[src/logic/synth_cfg_pkg.sv]
// Purpose: Shared constants for the loop-table and gain-lock config block.
// Assumes: Byte-wide registers reached at their printed offsets.
// Notes: The status offset and table contents are local conventions.
package synth_cfg_pkg;
    localparam int ADDR_W = 10;
    localparam int DATA_W = 8;
    localparam logic [9:0] ADDR_TRIM_HIGH = 10'h112;
    localparam logic [9:0] ADDR_LOOP_GAIN = 10'h113;
    localparam logic [9:0] ADDR_STATUS = 10'h3F0;
    localparam int GAIN_MSB = 7;
    localparam int GAIN_LSB = 6;
    localparam int SRC_MSB = 5;
    localparam int SRC_LSB = 4;
    localparam int TRIML_MSB = 3;
    localparam int TRIML_LSB = 0;
    localparam int TRIMH_MSB = 7;
    localparam int TRIMH_LSB = 2;
    localparam logic [7:0] LOOP_GAIN_RST = 8'h00;
    localparam logic [7:0] TRIM_HIGH_RST = 8'h00;
    localparam int TABLE_LEN = 9;
    localparam logic [7:0] PKT_TABLE_FIRST = 8'h10;
    localparam logic [7:0] PKT_TABLE_LAST = 8'h18;
    localparam logic [3:0] LAST_IDX = 4'h8;
    // Data rate is held in units of 100 bps.
    localparam logic [11:0] RATE_SLOW = 12'h064;
    localparam logic [11:0] RATE_MID = 12'h1F4;
    localparam logic [11:0] RATE_FAST = 12'h3E8;
    localparam logic [2:0] MOD_OOK = 3'h2;
    localparam logic [2:0] RX_CLASS = 3'h0;
    localparam logic [7:0] RX_BASE = 8'h10;
    localparam logic [7:0] RX_STEP = 8'h02;
    localparam logic [7:0] TX_STEP = 8'h04;
    localparam logic [7:0] TX_BASE [8] = '{8'h20, 8'h30, 8'h40, 8'h50,
                                          8'h28, 8'h38, 8'h48, 8'h58};

    typedef enum logic [1:0] {
        GAIN_FREE = 2'h0,
        GAIN_MANUAL = 2'h1,
        GAIN_HOLD = 2'h2,
        GAIN_LOCK_SYNC = 2'h3
    } gain_lock_e;
endpackage

[src/logic/loop_rom_if.sv]
// Purpose: Read port between the table loader and the loop-table ROM.
// Assumes: Data answers one clock after a read request.
// Notes: bw_class selects among the transmit tables.
`timescale 1ns/1ps
interface loop_rom_if;
    logic rd_en;
    logic is_tx;
    logic [2:0] bw_class;
    logic [3:0] idx;
    logic [7:0] data;
    modport loader (output rd_en, output is_tx, output bw_class,
                    output idx, input data);
    modport rom (input rd_en, input is_tx, input bw_class, input idx,
                 output data);
endinterface

[src/logic/loop_table_rom.sv]
// Purpose: Predefined receive and transmit synthesizer loop tables.
// Assumes: One request per cycle, answer registered one cycle later.
// Notes: Contents are generated from base and step constants.
`timescale 1ns/1ps
module loop_table_rom (
    input wire logic clk,
    input wire logic arst_n,
    loop_rom_if.rom bus
);
    logic [7:0] data_q;
    logic [7:0] idx_w;

    assign idx_w = {4'h0, bus.idx};
    assign bus.data = data_q;

    always_ff @(posedge clk or negedge arst_n) begin
        if (!arst_n) begin
            data_q <= 8'h00;
        end else if (bus.rd_en) begin
            if (bus.is_tx) begin
                data_q <= 8'(synth_cfg_pkg::TX_BASE[bus.bw_class]
                          + idx_w * synth_cfg_pkg::TX_STEP);
            end else begin
                data_q <= 8'(synth_cfg_pkg::RX_BASE
                          + idx_w * synth_cfg_pkg::RX_STEP);
            end
        end
    end
endmodule

[src/logic/synth_loop_gain_config.sv]
// Purpose: Gain-lock selection and synthesizer loop-table source logic.
// Assumes: Entry pulses, rate and detect inputs share this clock.
// Notes: Each entry into transmit or receive streams nine table bytes unless another entry restarts the load first.
// Operation
// RQ1: Gain field codes free, manual, hold, lock.
// RQ2: Source 0 loads ROM tables on entry.
// RQ3: Receive narrow; transmit by rate and modulation.
// RQ4: Source 1: receive from trims, transmit ROM.
// RQ5: Source 2: transmit from packet RAM 0x10-0x18.
// RQ6: Source 3: both custom tables used.
// RQ7: Host rewrites packet RAM table after sleep.
// RQ8: Low trim zero unless source 1 or 3.
// RQ9: High trim zero unless source 1 or 3.
//
// Decided for this implementation: the strobed register port.
`timescale 1ns/1ps
module synth_loop_gain_config (
    input wire logic clk,
    input wire logic arst_n,
    input wire logic [9:0] addr,
    input wire logic [7:0] wdata,
    input wire logic wr,
    input wire logic rd,
    output logic [7:0] rdata,
    input wire logic enter_tx,
    input wire logic enter_rx,
    input wire logic [11:0] data_rate,
    input wire logic [2:0] mod_select,
    input wire logic sync_detect,
    output logic [1:0] gain_lock_select,
    output logic gain_frozen,
    output logic pkt_rd_en,
    output logic [7:0] pkt_rd_addr,
    input wire logic [7:0] pkt_rd_data,
    output logic table_wr_en,
    output logic [3:0] table_wr_idx,
    output logic [7:0] table_wr_data,
    output logic table_is_tx,
    output logic table_ready
);
    typedef enum logic [1:0] {ST_IDLE, ST_READ} load_state_e;

    logic [7:0] loop_gain_q;
    logic [7:0] trim_high_q;
    logic [7:0] rdata_q;
    load_state_e state_q;
    logic [3:0] idx_q;
    logic tx_q;
    logic [1:0] src_q;
    logic [2:0] tx_class_q;
    logic cap_vld_q;
    logic [3:0] cap_idx_q;
    logic lock_q;
    logic wr_en_q;
    logic [3:0] wr_idx_q;
    logic [7:0] wr_data_q;
    logic ready_q;
    logic [7:0] trim_sum;
    logic [7:0] cap_byte;
    logic start;
    logic [1:0] src_now;

    loop_rom_if rom_bus ();

    loop_table_rom loop_table_rom_i (
        .clk(clk),
        .arst_n(arst_n),
        .bus(rom_bus)
    );

    // Maps rate and modulation to one of eight transmit bandwidth tables.
    function automatic logic [2:0] tx_class(input logic [11:0] rate,
                                            input logic [2:0] mode);
        logic [1:0] band;
        band = 2'h3;
        if (rate <= synth_cfg_pkg::RATE_SLOW) begin
            band = 2'h0;
        end else if (rate <= synth_cfg_pkg::RATE_MID) begin
            band = 2'h1;
        end else if (rate <= synth_cfg_pkg::RATE_FAST) begin
            band = 2'h2;
        end
        return {mode == synth_cfg_pkg::MOD_OOK, band};
    endfunction

    assign src_now = loop_gain_q[synth_cfg_pkg::SRC_MSB:
                                 synth_cfg_pkg::SRC_LSB];
    assign start = enter_tx | enter_rx;

    // Register port.
    always_ff @(posedge clk or negedge arst_n) begin
        if (!arst_n) begin
            loop_gain_q <= synth_cfg_pkg::LOOP_GAIN_RST;
            trim_high_q <= synth_cfg_pkg::TRIM_HIGH_RST;
        end else if (wr) begin
            if (addr == synth_cfg_pkg::ADDR_LOOP_GAIN) begin
                loop_gain_q <= wdata;
            end
            if (addr == synth_cfg_pkg::ADDR_TRIM_HIGH) begin
                trim_high_q <= wdata;
            end
        end
    end

    // Unmapped addresses read as zero.
    always_ff @(posedge clk or negedge arst_n) begin
        if (!arst_n) begin
            rdata_q <= 8'h00;
        end else if (rd) begin
            case (addr)
                synth_cfg_pkg::ADDR_LOOP_GAIN: begin
                    rdata_q <= loop_gain_q;
                end
                synth_cfg_pkg::ADDR_TRIM_HIGH: begin
                    rdata_q <= trim_high_q;
                end
                synth_cfg_pkg::ADDR_STATUS: begin
                    rdata_q <= {4'h0, gain_frozen, tx_q,
                                state_q == ST_READ, ready_q};
                end
                default: begin
                    rdata_q <= 8'h00;
                end
            endcase
        end
    end
    assign rdata = rdata_q;

    // Gain locking. A detect in the same cycle as a new entry still locks.
    assign gain_lock_select = loop_gain_q[synth_cfg_pkg::GAIN_MSB:
                                          synth_cfg_pkg::GAIN_LSB];
    always_ff @(posedge clk or negedge arst_n) begin
        if (!arst_n) begin
            lock_q <= 1'b0;
        end else if (sync_detect && gain_lock_select ==
                     synth_cfg_pkg::GAIN_LOCK_SYNC) begin // see RQ1
            lock_q <= 1'b1;
        end else if (start ||
                     gain_lock_select != synth_cfg_pkg::GAIN_LOCK_SYNC) begin
            lock_q <= 1'b0;
        end
    end
    // Manual and hold both stop the loop from tracking; lock waits for sync.
    assign gain_frozen = (gain_lock_select == synth_cfg_pkg::GAIN_MANUAL)
        | (gain_lock_select == synth_cfg_pkg::GAIN_HOLD)
        | lock_q; // see RQ1

    // Loader. Source, rate and modulation are sampled at entry so a mid-load write cannot mix
    // two sources inside one table. Transmit wins if both entries coincide.
    always_ff @(posedge clk or negedge arst_n) begin
        if (!arst_n) begin
            state_q <= ST_IDLE;
            idx_q <= 4'h0;
            tx_q <= 1'b0;
            src_q <= 2'h0;
            tx_class_q <= 3'h0;
        end else if (start) begin
            state_q <= ST_READ; // see RQ2
            idx_q <= 4'h0;
            tx_q <= enter_tx;
            src_q <= src_now;
            tx_class_q <= tx_class(data_rate, mod_select); // see RQ3
        end else begin
            case (state_q)
                ST_READ: begin
                    idx_q <= 4'(idx_q + 4'h1);
                    if (idx_q == synth_cfg_pkg::LAST_IDX) begin
                        state_q <= ST_IDLE;
                    end
                end
                default: begin
                    state_q <= ST_IDLE;
                end
            endcase
        end
    end

    // Receive always uses the narrow class; transmit uses the rate class.
    assign rom_bus.rd_en = state_q == ST_READ;
    assign rom_bus.is_tx = tx_q;
    assign rom_bus.bw_class = tx_q ? tx_class_q
                                   : synth_cfg_pkg::RX_CLASS; // see RQ3
    assign rom_bus.idx = idx_q;

    // Packet RAM is read only for a custom transmit table.
    assign pkt_rd_en = state_q == ST_READ && tx_q && src_q[1]; // see RQ5
    assign pkt_rd_addr = 8'(synth_cfg_pkg::PKT_TABLE_FIRST
                         + {4'h0, idx_q}); // see RQ5

    always_ff @(posedge clk or negedge arst_n) begin
        if (!arst_n) begin
            cap_vld_q <= 1'b0;
            cap_idx_q <= 4'h0;
        end else begin
            cap_vld_q <= state_q == ST_READ && !start;
            cap_idx_q <= idx_q;
        end
    end

    // Custom receive shifts the narrow ROM table by both trims.
    assign trim_sum = 8'({2'h0, trim_high_q[synth_cfg_pkg::TRIMH_MSB:
                                            synth_cfg_pkg::TRIMH_LSB]}
        + {4'h0, loop_gain_q[synth_cfg_pkg::TRIML_MSB:
                             synth_cfg_pkg::TRIML_LSB]});

    always_comb begin
        cap_byte = rom_bus.data; // see RQ2
        if (tx_q && src_q[1]) begin
            cap_byte = pkt_rd_data; // see RQ5 RQ6
        end else if (!tx_q && src_q[0]) begin
            cap_byte = 8'(rom_bus.data + trim_sum); // see RQ4 RQ6
        end
    end

    always_ff @(posedge clk or negedge arst_n) begin
        if (!arst_n) begin
            wr_en_q <= 1'b0;
            wr_idx_q <= 4'h0;
            wr_data_q <= 8'h00;
        end else begin
            wr_en_q <= cap_vld_q && !start;
            if (cap_vld_q) begin
                wr_idx_q <= cap_idx_q;
                wr_data_q <= cap_byte;
            end
        end
    end

    always_ff @(posedge clk or negedge arst_n) begin
        if (!arst_n) begin
            ready_q <= 1'b0;
        end else if (start) begin
            ready_q <= 1'b0;
        end else if (cap_vld_q && cap_idx_q == synth_cfg_pkg::LAST_IDX) begin
            ready_q <= 1'b1;
        end
    end

    assign table_wr_en = wr_en_q;
    assign table_wr_idx = wr_idx_q;
    assign table_wr_data = wr_data_q;
    assign table_is_tx = tx_q;
    assign table_ready = ready_q;

    gain_lock_a: assert property ( // see RQ1
        @(posedge clk) disable iff (!arst_n)
        sync_detect && gain_lock_select == 2'h3
            |=> gain_frozen || gain_lock_select != 2'h3)
        else $error("Sync detect did not lock the gain.");

    gain_free_a: assert property ( // see RQ1
        @(posedge clk) disable iff (!arst_n)
        gain_lock_select == 2'h0 && $past(gain_lock_select) == 2'h0
            |-> !gain_frozen)
        else $error("Gain frozen while free running.");

    lock_clear_a: assert property ( // see RQ1
        @(posedge clk) disable iff (!arst_n)
        start && !sync_detect |=> !lock_q)
        else $error("Gain lock survived a new entry.");

    load_start_a: assert property ( // see RQ2
        @(posedge clk) disable iff (!arst_n)
        start |=> state_q == ST_READ && idx_q == 4'h0 && !table_ready)
        else $error("Entry did not start a table load.");

    load_done_a: assert property ( // see RQ2
        @(posedge clk) disable iff (!arst_n)
        start ##1 (!start) [*8] ##1 !start ##1 !start
            |=> table_ready && table_wr_en && table_wr_idx == 4'h8)
        else $error("Table load did not finish in eleven cycles.");

    load_abort_a: assert property ( // see RQ2
        @(posedge clk) disable iff (!arst_n)
        start |=> !table_wr_en ##1 !table_wr_en)
        else $error("Old table byte written after a new entry.");

    rx_narrow_a: assert property ( // see RQ3
        @(posedge clk) disable iff (!arst_n)
        rom_bus.rd_en && !tx_q |-> rom_bus.bw_class == 3'h0)
        else $error("Receive did not use the narrow table.");

    tx_class_a: assert property ( // see RQ3
        @(posedge clk) disable iff (!arst_n)
        enter_tx |=> tx_class_q == {$past(mod_select) == 3'h2,
            2'($past(data_rate) > 12'h064) + 2'($past(data_rate) > 12'h1F4)
            + 2'($past(data_rate) > 12'h3E8)})
        else $error("Transmit class does not follow rate settings.");

    rx_trim_a: assert property ( // see RQ4
        @(posedge clk) disable iff (!arst_n)
        cap_vld_q && !start && !tx_q && src_q[0] |=> table_wr_data
            == 8'($past(rom_bus.data) + $past(trim_sum)))
        else $error("Custom receive byte not built from trims.");

    tx_pkt_a: assert property ( // see RQ5
        @(posedge clk) disable iff (!arst_n)
        rom_bus.rd_en && tx_q && src_q[1] |-> pkt_rd_en
            && pkt_rd_addr <= 8'h18 && pkt_rd_addr >= 8'h10)
        else $error("Custom transmit did not read packet RAM.");

    pkt_only_tx_a: assert property ( // see RQ6
        @(posedge clk) disable iff (!arst_n)
        pkt_rd_en |-> tx_q && src_q[1])
        else $error("Packet RAM read outside custom transmit.");
endmodule

[config.mk]
export PLATFORM = sky130hd
export DESIGN_NAME = synth_loop_gain_config
export DESIGN_NICKNAME = d
export VERILOG_FILES = /design/src/logic/synth_cfg_pkg.sv /design/src/logic/loop_rom_if.sv /design/src/logic/loop_table_rom.sv /design/src/logic/synth_loop_gain_config.sv
export SDC_FILE = /design/constraint.sdc
export NUM_CORES = 1
export LEC_CHECK = 0
export BUFFER_PORTS_ARGS = -buffer_cell sky130_fd_sc_hd__clkbuf_2
export CAP_MARGIN = 10
export CORE_MARGIN = 2
export CORE_UTILIZATION = 54
export DETAILED_ROUTE_END_ITERATION = 8
export GPL_TIMING_DRIVEN = 1
export PLACE_DENSITY = 0.77
export RECOVER_POWER = 50
export SLEW_MARGIN = 25
export SYNTH_ARGS = -nofsm -noshare
export SYNTH_HDL_FRONTEND = slang
export SYNTH_HIERARCHICAL = 1
export SYNTH_SLANG_ARGS = --single-unit
[constraint.sdc]
create_clock -name clk -period 3.3 [get_ports clk]
set_input_delay 0 -clock clk [delete_from_list [all_inputs] [get_ports clk]]
set_output_delay 0 -clock clk [all_outputs]
set_load 0.05 [all_outputs]
# After elaboration in Yosys (flattened, before gate mapping)
# Memories as Yosys holds them, arrays and structs flattened.
# Cells that the tools add are included.
# classes
bitwise_logic	4
n_eq_ne	12
n_addsub	6
order_cmp	4
muxes	19
reduce_logical	16
# op_table
op	count
$mux W8	5
$pmux W8 S3	1
$eq A10 B9 Y1 const B	2
$le A12 B10 Y1 const B	1
$le A12 B7 Y1 const B	1
$le A12 B9 Y1 const B	1
$eq A10 B10 Y1 const B	1
$mux W2	5
$add A8 B6 Y8	1
$add A8 B7 Y8	1
$eq A4 B4 Y1 const B	2
$logic_and A1 B1 Y1	8
$mux W4	2
$add A6 B4 Y7	1
$add A5 B4 Y6 const A	1
$add A5 B5 Y6 const A	1
$reduce_bool A2 Y1	3
$mux W1	5
$add A4 B1 Y4 const B	1
$eq A2 B1 Y1 const B	2
$eq A2 B2 Y1 const B	2
$ge A4 B4 Y1 const B	1
$not A3 Y4	1
$reduce_and A2 Y1	2
other kinds (7)	10
# word_totals
inputBits	48
n_memories	1
reg_bits	64
mem_bits_ro	64
# mem_list
memory	words	width	rd	rd_clocked_by_memory_dff	wr	line_no	source
(no name shown)	8	8	1	0	0	loop_table_rom.sv:21	data_q <= 8'(synth_cfg_pkg::TX_BASE[bus.bw_class]

# Longest topological paths before layout
# Gate-level depths: netlist of the first run.
# depth
word_depth	7
ltp_mapped	10
depth_no_buf	9

# By module
# The synthesis of the first run kept the hierarchy.
# by_module_without_submodules
module	area_per_inst_um2	cells_each	seq_area_each_um2	n_inst
synth_loop_gain_config	3017.9	264	1376.3	1
loop_table_rom	449.2	47	175.2	1

# Worst setup path after synthesis of the first run
# No wires, ideal clock.
# synth_path
kind	reg2reg
startpoint	reg loop_gain_q[1]
endpoint	reg wr_data_q[5], in the netlist table_wr_data[5]
n_path_buf	0
setup_ps	78
slack_ps	983
stages_incl_launch_ff	8
arrival_time_ps	2239
required_ps	3222
path_cell_list	dfrtp_1 fa_1 ha_1 fa_1 a211oi_1 nor2_1 o311a_1 o2bb2ai_1
# synth_between
elab_chain_len	4
# synth_lines
element	line_no	source
start, declared	synth_loop_gain_config.sv:43	logic [7:0] loop_gain_q;
start signal, assigned	synth_loop_gain_config.sv:93	loop_gain_q <= synth_cfg_pkg::LOOP_GAIN_RST;
start signal, assigned	synth_loop_gain_config.sv:97	loop_gain_q <= wdata;
$add A6 B4 Y7	synth_loop_gain_config.sv:203	+ {4'h0, loop_gain_q[synth_cfg_pkg::TRIML_MSB:
$add A8 B7 Y8	synth_loop_gain_config.sv:211	cap_byte = 8'(rom_bus.data + trim_sum);
$mux W8	synth_loop_gain_config.sv:210	end else if (!tx_q && src_q[0]) begin
$mux W8	synth_loop_gain_config.sv:208	if (tx_q && src_q[1]) begin
end signal, assigned	synth_loop_gain_config.sv:224	wr_data_q <= cap_byte;
end, declared	synth_loop_gain_config.sv:56	logic [7:0] wr_data_q;
# Every way passes these cells.
# A chain may end at the register's enable or synchronous reset.

# Worst setup path in the final report of the first run
# layout_path
startpoint	reg loop_gain_q[3]
endpoint	reg wr_data_q[6], in the netlist table_wr_data[6]
# Same word-level chain as after synthesis.

==> flow_summary.ini, run 1 <==
[run_status]
status = complete, but fails checks
violations = capacitance limit, slew limit

[placement]
port_buffers = 78
place_congestion = 0.793
dp_hpwl_um = 5520

[final_layout]
drive_above_1_share = 0.242
syn_to_final_growth_pct = 22.0
nFillCells = 508
nets = 473
num_antenna_cells = 0

[clocking]
root_buffer = clkbuf_8
clkTransAtPathRegs_ns = 0.07
cts_setup_buffers = 0
cts_resized = 0
tritoncts.num_buffers = 9
insertion_delay_ns = 0.34
cts_tree = built
h-tree-depth = 3
cts.sinks = 62
cts_buffer_depth = 2

[detailed_routing]
drc_errors = 0
post_drt_wl_per_cell_um = 16.1
initialDrtViolationCount = 191
via_count = 2683
antenna_left = 0
firstDrtPassIters = 4
wl_um = 7830
viasPerCell = 5.52

[worst_hold_path]
hold_depth = 4
hold_path.class = primary input to flop

[critical_path]
slowest_stage = fa_1
worstSetupPathType = flop to flop
path_max_fanout = 5
r2r_cells = 6
cp_cell_sequence = fa_1, ha_1, and3_1, a2111oi_2, xor2_1, o311ai_0
cp.arrival_ns = 2.69
worstPathRequired_ns = 3.53
cp-start-kind = flop
cpPeakStageDelay_ns = 0.49
end_kind = flop

[timing]
setup_viol = 0
hold_viol_final = 0
timing.hold.ws_ns = 0.0116
slew_headroom = -0.441
slew_viol_final = 41
min_period_over_period = 0.744
fmax_ghz = 0.407
skew_ns = 0.00368
finalCriticalPeriod_ns = 2.46
worst_pin_slew_ns = 2.16
rsz0062_at_grt = false
finalSetupTns_ns = 0

[logic_synthesis]
synth_area_um2 = 3470
yosysWarnings = 6
synth_ff_type = dfrtp_1
synth_top_area_share = 0.447
synth_edf_count = 0
synth.top_cells.by_area = dfrtp_1 45%, mux2_4 6.9%, ha_1 5.4%
syn_inst = 311
avgSynthCellArea_um2 = 11.1
ys_ff_latch = 62
yosys.area.top_type = dfrtp_1
synth_seq_area_share = 0.447
ys_async_sr_fraction = 1.00
ys_types = 54

[global_route]
grt_busiest_layer = met2
grt_pass1_vias = 2843
grt_usage = 0.241
antenna_found_initial = 0
overflow = 0
gr-usage-met2 = 0.412
grt_util_met3 = 0.0442
grt_pass1_wl_um = 13400
use_met1 = 0.305
grt_max_degree = 41

[floorplan]
die_w_um = 84.1
io-pin-count = 83
die_area_um2 = 7080
core_um2 = 6280
std_cell_rows = 29
initial_core_util = 0.552
fp.dieH_um = 84.1

[pwr]
power_density_nw_per_um2 = 450
p_leak_nw = 2.15
vdd_drop_max_mv = 0.351
total_power_w = 0.00190

[job]
max_cap_violations = 1
[synth_stat cells (all sizes together) (6+ instances only)]
cell and n:
dfrtp 62, inv 23, nor2b 6, ha 15, clkbuf 8, a21oi 15, a21o 6, nor3 7
buf 12, and3 8, nor2 20, o21ai 8, mux2 24, a22o 6, mux2i 10, and2 6
fa 6, nand2 12
[state kept, by name, summed over array words and instances (netlist names)]
register	flops
cap_vld_q	1
rdata	8
table_is_tx	1
state_q	1
src_q	2
idx_q	4
table_wr_data	8
tx_class_q	3
loop_gain_q	8
table_ready	1
trim_high_q	8
table_wr_en	1
loop_table_rom_i/bus.data	7
cap_idx_q	4
table_wr_idx	4
lock_q	1
[power by group]
| part | switching (W) | leakage, nW | total [W] | internal [W] |
|---|---|---|---|---|
| Clock | 0.000309 | 0.126 | 0.000829 | 0.000521 |
| Sequential | 0.0000247 | 0.829 | 0.000814 | 0.000789 |
| Combinational | 0.000164 | 1.19 | 0.000259 | 0.0000947 |
[worst max-delay path, delay by kind of cell (launching register included)]
| family | cells | cell delay [ns] |
|---|---|---|
| xor+xnor | 1 | 0.12 |
| compound gates | 2 | 0.69 |
| fa+ha+maj | 2 | 0.87 |
| flops | 1 | 0.42 |
| simple gates | 1 | 0.23 |
[worst paths after layout]
kind,startpoint,endpoint,slack (ns)
worst max-delay path,loop_gain_q[3],table_wr_data[6],0.84
worst min-delay path,data_rate[10],tx_class_q[0],0.01
worst max register to register,loop_gain_q[3],table_wr_data[6],0.84
worst min register to register,table_wr_data[0],table_wr_data[0],0.48
max in group asynchronous,arst_n,cap_idx_q[3],1.22
min in group asynchronous,arst_n,rdata[6],0.83
[cell type report]
class,instances,area [um^2],share of cell area
multi-input combinational,208,1680,0.397
sequential,62,1550,0.367
timing repair buffer,100,569,0.135
clock buffer,10,138,0.0325
clock inverter,6,109,0.0257
tap,77,96.3,0.0228
inverter,23,86.3,0.0204
[placed cells by master (no fill, tap or decap), drive strengths merged, types with 3 or more instances in the layout]
cell type and n:
a211oi 5, a21o 6, a21oi 15, a221o 4, a22o 6, and2 6
and3 8, bufinv 3, clkbuf 89, clkinv 3, conb 5, dfrtp 62
dlygate4sd3 20, fa 6, ha 15, inv 23, mux2 24, mux2i 10
nand2 12, nand3 5, nand4 3, nor2 20, nor2b 6, nor3 7
o21a 3, o21ai 8, o22ai 5, xnor2 3, xor2 3
[cells by family (layout without fill, tap and decap cells)]
kind of cell / after synthesis / in the layout / share of synthesized area
adder cells (fa/ha/maj): 21 / 21 / 0.0888
buffers and inverters: 43 / 139 / 0.0650
AND/OR/NAND/NOR: 77 / 77 / 0.121
other: 3 / 5 / 0.00325
XOR/XNOR: 6 / 6 / 0.0152
flip-flops: 62 / 62 / 0.447
multiplexers: 34 / 34 / 0.124
AO/OA/AOI/OAI: 65 / 65 / 0.135
[metal layers]
layer / up-vias / wire length [um]
met5: - / 0
met4: 0 / 184
met3: 21 / 342
met2: 76 / 3950
met1: 1313 / 3350
li1: 1273 / -
[per-stage QoR]
step                      utilization  std cells  cell area (um^2)  setup slack (ns)
after floorplan                     -        313              3470             0.983
after global placement          0.611        450              3840             0.887
after detailed placement        0.611        450              3840             0.866
after CTS                       0.682        486              4280             0.843
after global routing            0.674        486              4230             0.678
final                           0.674        486              4230             0.845
[repair_timing]
item	4_1_cts	5_1_grt
setup endpoints to repair	0	0
endpoints found under the hold margin	68	0
hold buffers	20	0
Power figures use the tool's default switching activity.
==> run 2, diff against run 1 <==
- ABC_AREA: unset -> 1
- clock period: 3.3 -> 2.5 ns (I/O delays scaled with it)
==> run 2 against run 1 <==
Effect of this change:
- the flow finishes with violations (capacitance limit)
- design area rose by 5.7%
- maximum frequency rose by 11%
- routed wire length rose by 16%
- synthesized cell count rose by 49%
- flip-flop and latch count did not move
- die area rose by 5.1%
- sequential power rose by 34%
- global-route usage rose by 3.1 points
- critical path depth rose by 3
==> flow_summary.ini, run 2 <==
[logic_synthesis]
muxShareOfSynthArea = 0
synth_xor_area_frac = 0.00479
yosys.area.top_type = dfrtp_1
yosysWarnings = 6
yosysMostFrequentCell = nand2_1
ys_ff_latch = 62
syn_inst = 464
synth_top_family_by_area = simple AND/OR/NAND/NOR gates
synth_area_um2 = 3650
synthSimpleGateAreaFrac = 0.303
synth_compound_area_frac = 0.0914
synth.top_cells.by_area = dfrtp_1 42%, nand2_1 14%, inv_1 5.8%
synth_common_cells = 133 x nand2_1, 62 x dfrtp_1, 56 x inv_1
ys_async_sr_fraction = 1.00
avgSynthCellArea_um2 = 7.87
ys_types = 37
synth_edf_count = 0
synth_ff_type = dfrtp_1
synth_top_area_share = 0.425
synth_fa_ha_area_frac = 0.0842
synth_seq_area_share = 0.425

[clocking]
cts.sinks = 62
cts_resized = 0
cts_buffer_depth = 2
cts_setup_buffers = 0
insertion_delay_ns = 0.35
hold_buffers = 24
tritoncts.num_buffers = 9
clkTransAtPathRegs_ns = 0.08
root_buffer = clkbuf_8
h-tree-depth = 3
cts_tree = built

[detailed_routing]
wl_um = 9060
antenna_left = 0
firstDrtPassIters = 6
viasPerCell = 5.26
drc_errors = 0
initialDrtViolationCount = 217
post_drt_wl_per_cell_um = 13.9
via_count = 3422

[job]
max_cap_violations = 1

[floorplan]
io-pin-count = 83
core_um2 = 6460
fp.dieH_um = 86.3
std_cell_rows = 29
initial_core_util = 0.566
die_area_um2 = 7440
die_w_um = 86.3

[timing]
setup_viol = 0
rsz0062_at_grt = false
slew_viol_final = 0
slew_headroom = 0.00588
fmax_ghz = 0.450
worst_pin_slew_ns = 1.49
finalSetupTns_ns = 0
min_period_over_period = 0.888
skew_ns = 0.00921
hold_viol_final = 0
finalCriticalPeriod_ns = 2.22

[critical_path]
cp.arrival_ns = 2.47
worstSetupPathType = flop to flop
reg2reg_slack_ns = 0.28
worstPathRequired_ns = 2.75
r2r_cells = 9
end_kind = flop
reg2reg_from = loop_gain_q[1]
path_max_fanout = 3
cp-start-kind = flop
reg2reg_to = table_wr_data[7]

[global_route]
grt_max_degree = 63
grt_pass1_wl_um = 15700
grt_pass1_vias = 3458
grt_usage = 0.272
antenna_found_initial = 0
overflow = 0

[final_layout]
final_common_cell = nand2_1
instances_no_fill = 650
drive_above_1_share = 0.195
final_cell_mix = 135 x nand2_1, 72 x clkbuf_2, 62 x dfrtp_1
nets = 637
num_antenna_cells = 0
nFillCells = 548
final_util = 0.692
syn_to_final_growth_pct = 22.3

[placement]
port_buffers = 78
place_congestion = 0.925
dp.cells = 610
dp_hpwl_um = 6400

[pwr]
power_density_nw_per_um2 = 582
total_power_w = 0.00260
p_leak_nw = 2.42
vdd_drop_max_mv = 0.449

[worst_hold_path]
hold_depth = 6
worstHoldStart = addr[2]
hold_path.class = primary input to flop
whs_endpoint = rdata[3]

[run_status]
violations = capacitance limit
status = complete, but fails checks
==> run 2: cell count changes after synthesis, sizes merged, moves of 8 or more <==
cell	before	now
and3	8	0
mux2i	10	0
mux2	24	0
nand2	12	146
o21ai	8	42
nor2	20	46
inv	23	58
nand3	5	42
==> run 2: layout make-up <==
| type | instances | area (um^2) | share of cell area |
|---|---|---|---|
| multi-input cells | 332 | 1740 | 0.390 |
| inverters | 59 | 221 | 0.0496 |
| flip-flops and latches | 62 | 1550 | 0.347 |
| well taps | 77 | 96.3 | 0.0216 |
| clock inverters | 7 | 97.6 | 0.0218 |
| clock buffers | 9 | 124 | 0.0277 |
| repair buffers | 104 | 634 | 0.142 |
==> run 2: stage by stage <==
step	worst slack, ns	hold slack (ns)	instance area, um^2
3_5_place_dp	0.315	0.196	4060
6_report	0.279	0.0524	4470
3_3_place_gp	0.384	0.187	4060
5_1_grt	0.177	0.0852	4470
4_1_cts	0.305	0.0429	4520
2_1_floorplan	0.468	-0.296	3660
==> run 2: cells by family (layout without fill, tap and decap cells) <==
family | Yosys count | after routing
AOI/OAI and AO/OA | 59 | 59
buffers and inverters | 72 | 179
and+or+nand+nor | 245 | 245
other | 3 | 5
DFF | 62 | 62
xor gates and xnor gates | 2 | 2
adders and majority gates | 21 | 21
==> run 2: worst max path at each step <==
| stage | from | to | slack [ns] |
|---|---|---|---|
| floorplan | loop_gain_q[1] | table_wr_data[5] | 0.47 |
| global placement | loop_gain_q[1] | table_wr_data[5] | 0.38 |
| detailed placement | loop_gain_q[1] | table_wr_data[5] | 0.31 |
| CTS | loop_gain_q[1] | table_wr_data[5] | 0.31 |
| global route | loop_gain_q[1] | table_wr_data[7] | 0.18 |
| finish | loop_gain_q[1] | table_wr_data[7] | 0.28 |
==> run 2: where the power goes <==
part,internal (W),switching (W)
registers,0.00105,0.0000393
logic,0.000160,0.000342
clock network,0.000564,0.000443
total,0.00178,0.000824
==> run 2: routing by layer <==
| layer | GRT usage | part of all wire | vias to the layer above |
|---|---|---|---|
| met5 | 0 | 0 | - |
| met4 | 0.119 | 0.030 | 0 |
| met3 | 0.0533 | 0.051 | 22 |
| met2 | 0.440 | 0.49 | 131 |
| met1 | 0.358 | 0.43 | 1587 |
| li1 | - | - | 1682 |
==> run 2: critical path, stage by stage (launching register included) <==
cell and delay [ns]:
dfrtp_1 0.42, fa_1 0.48, ha_1 0.24, fa_1 0.46, nand2_1 0.10, nand3_1 0.09, nand3_1 0.09, nand3_1 0.09
nand2_1 0.10, nand2_1 0.05
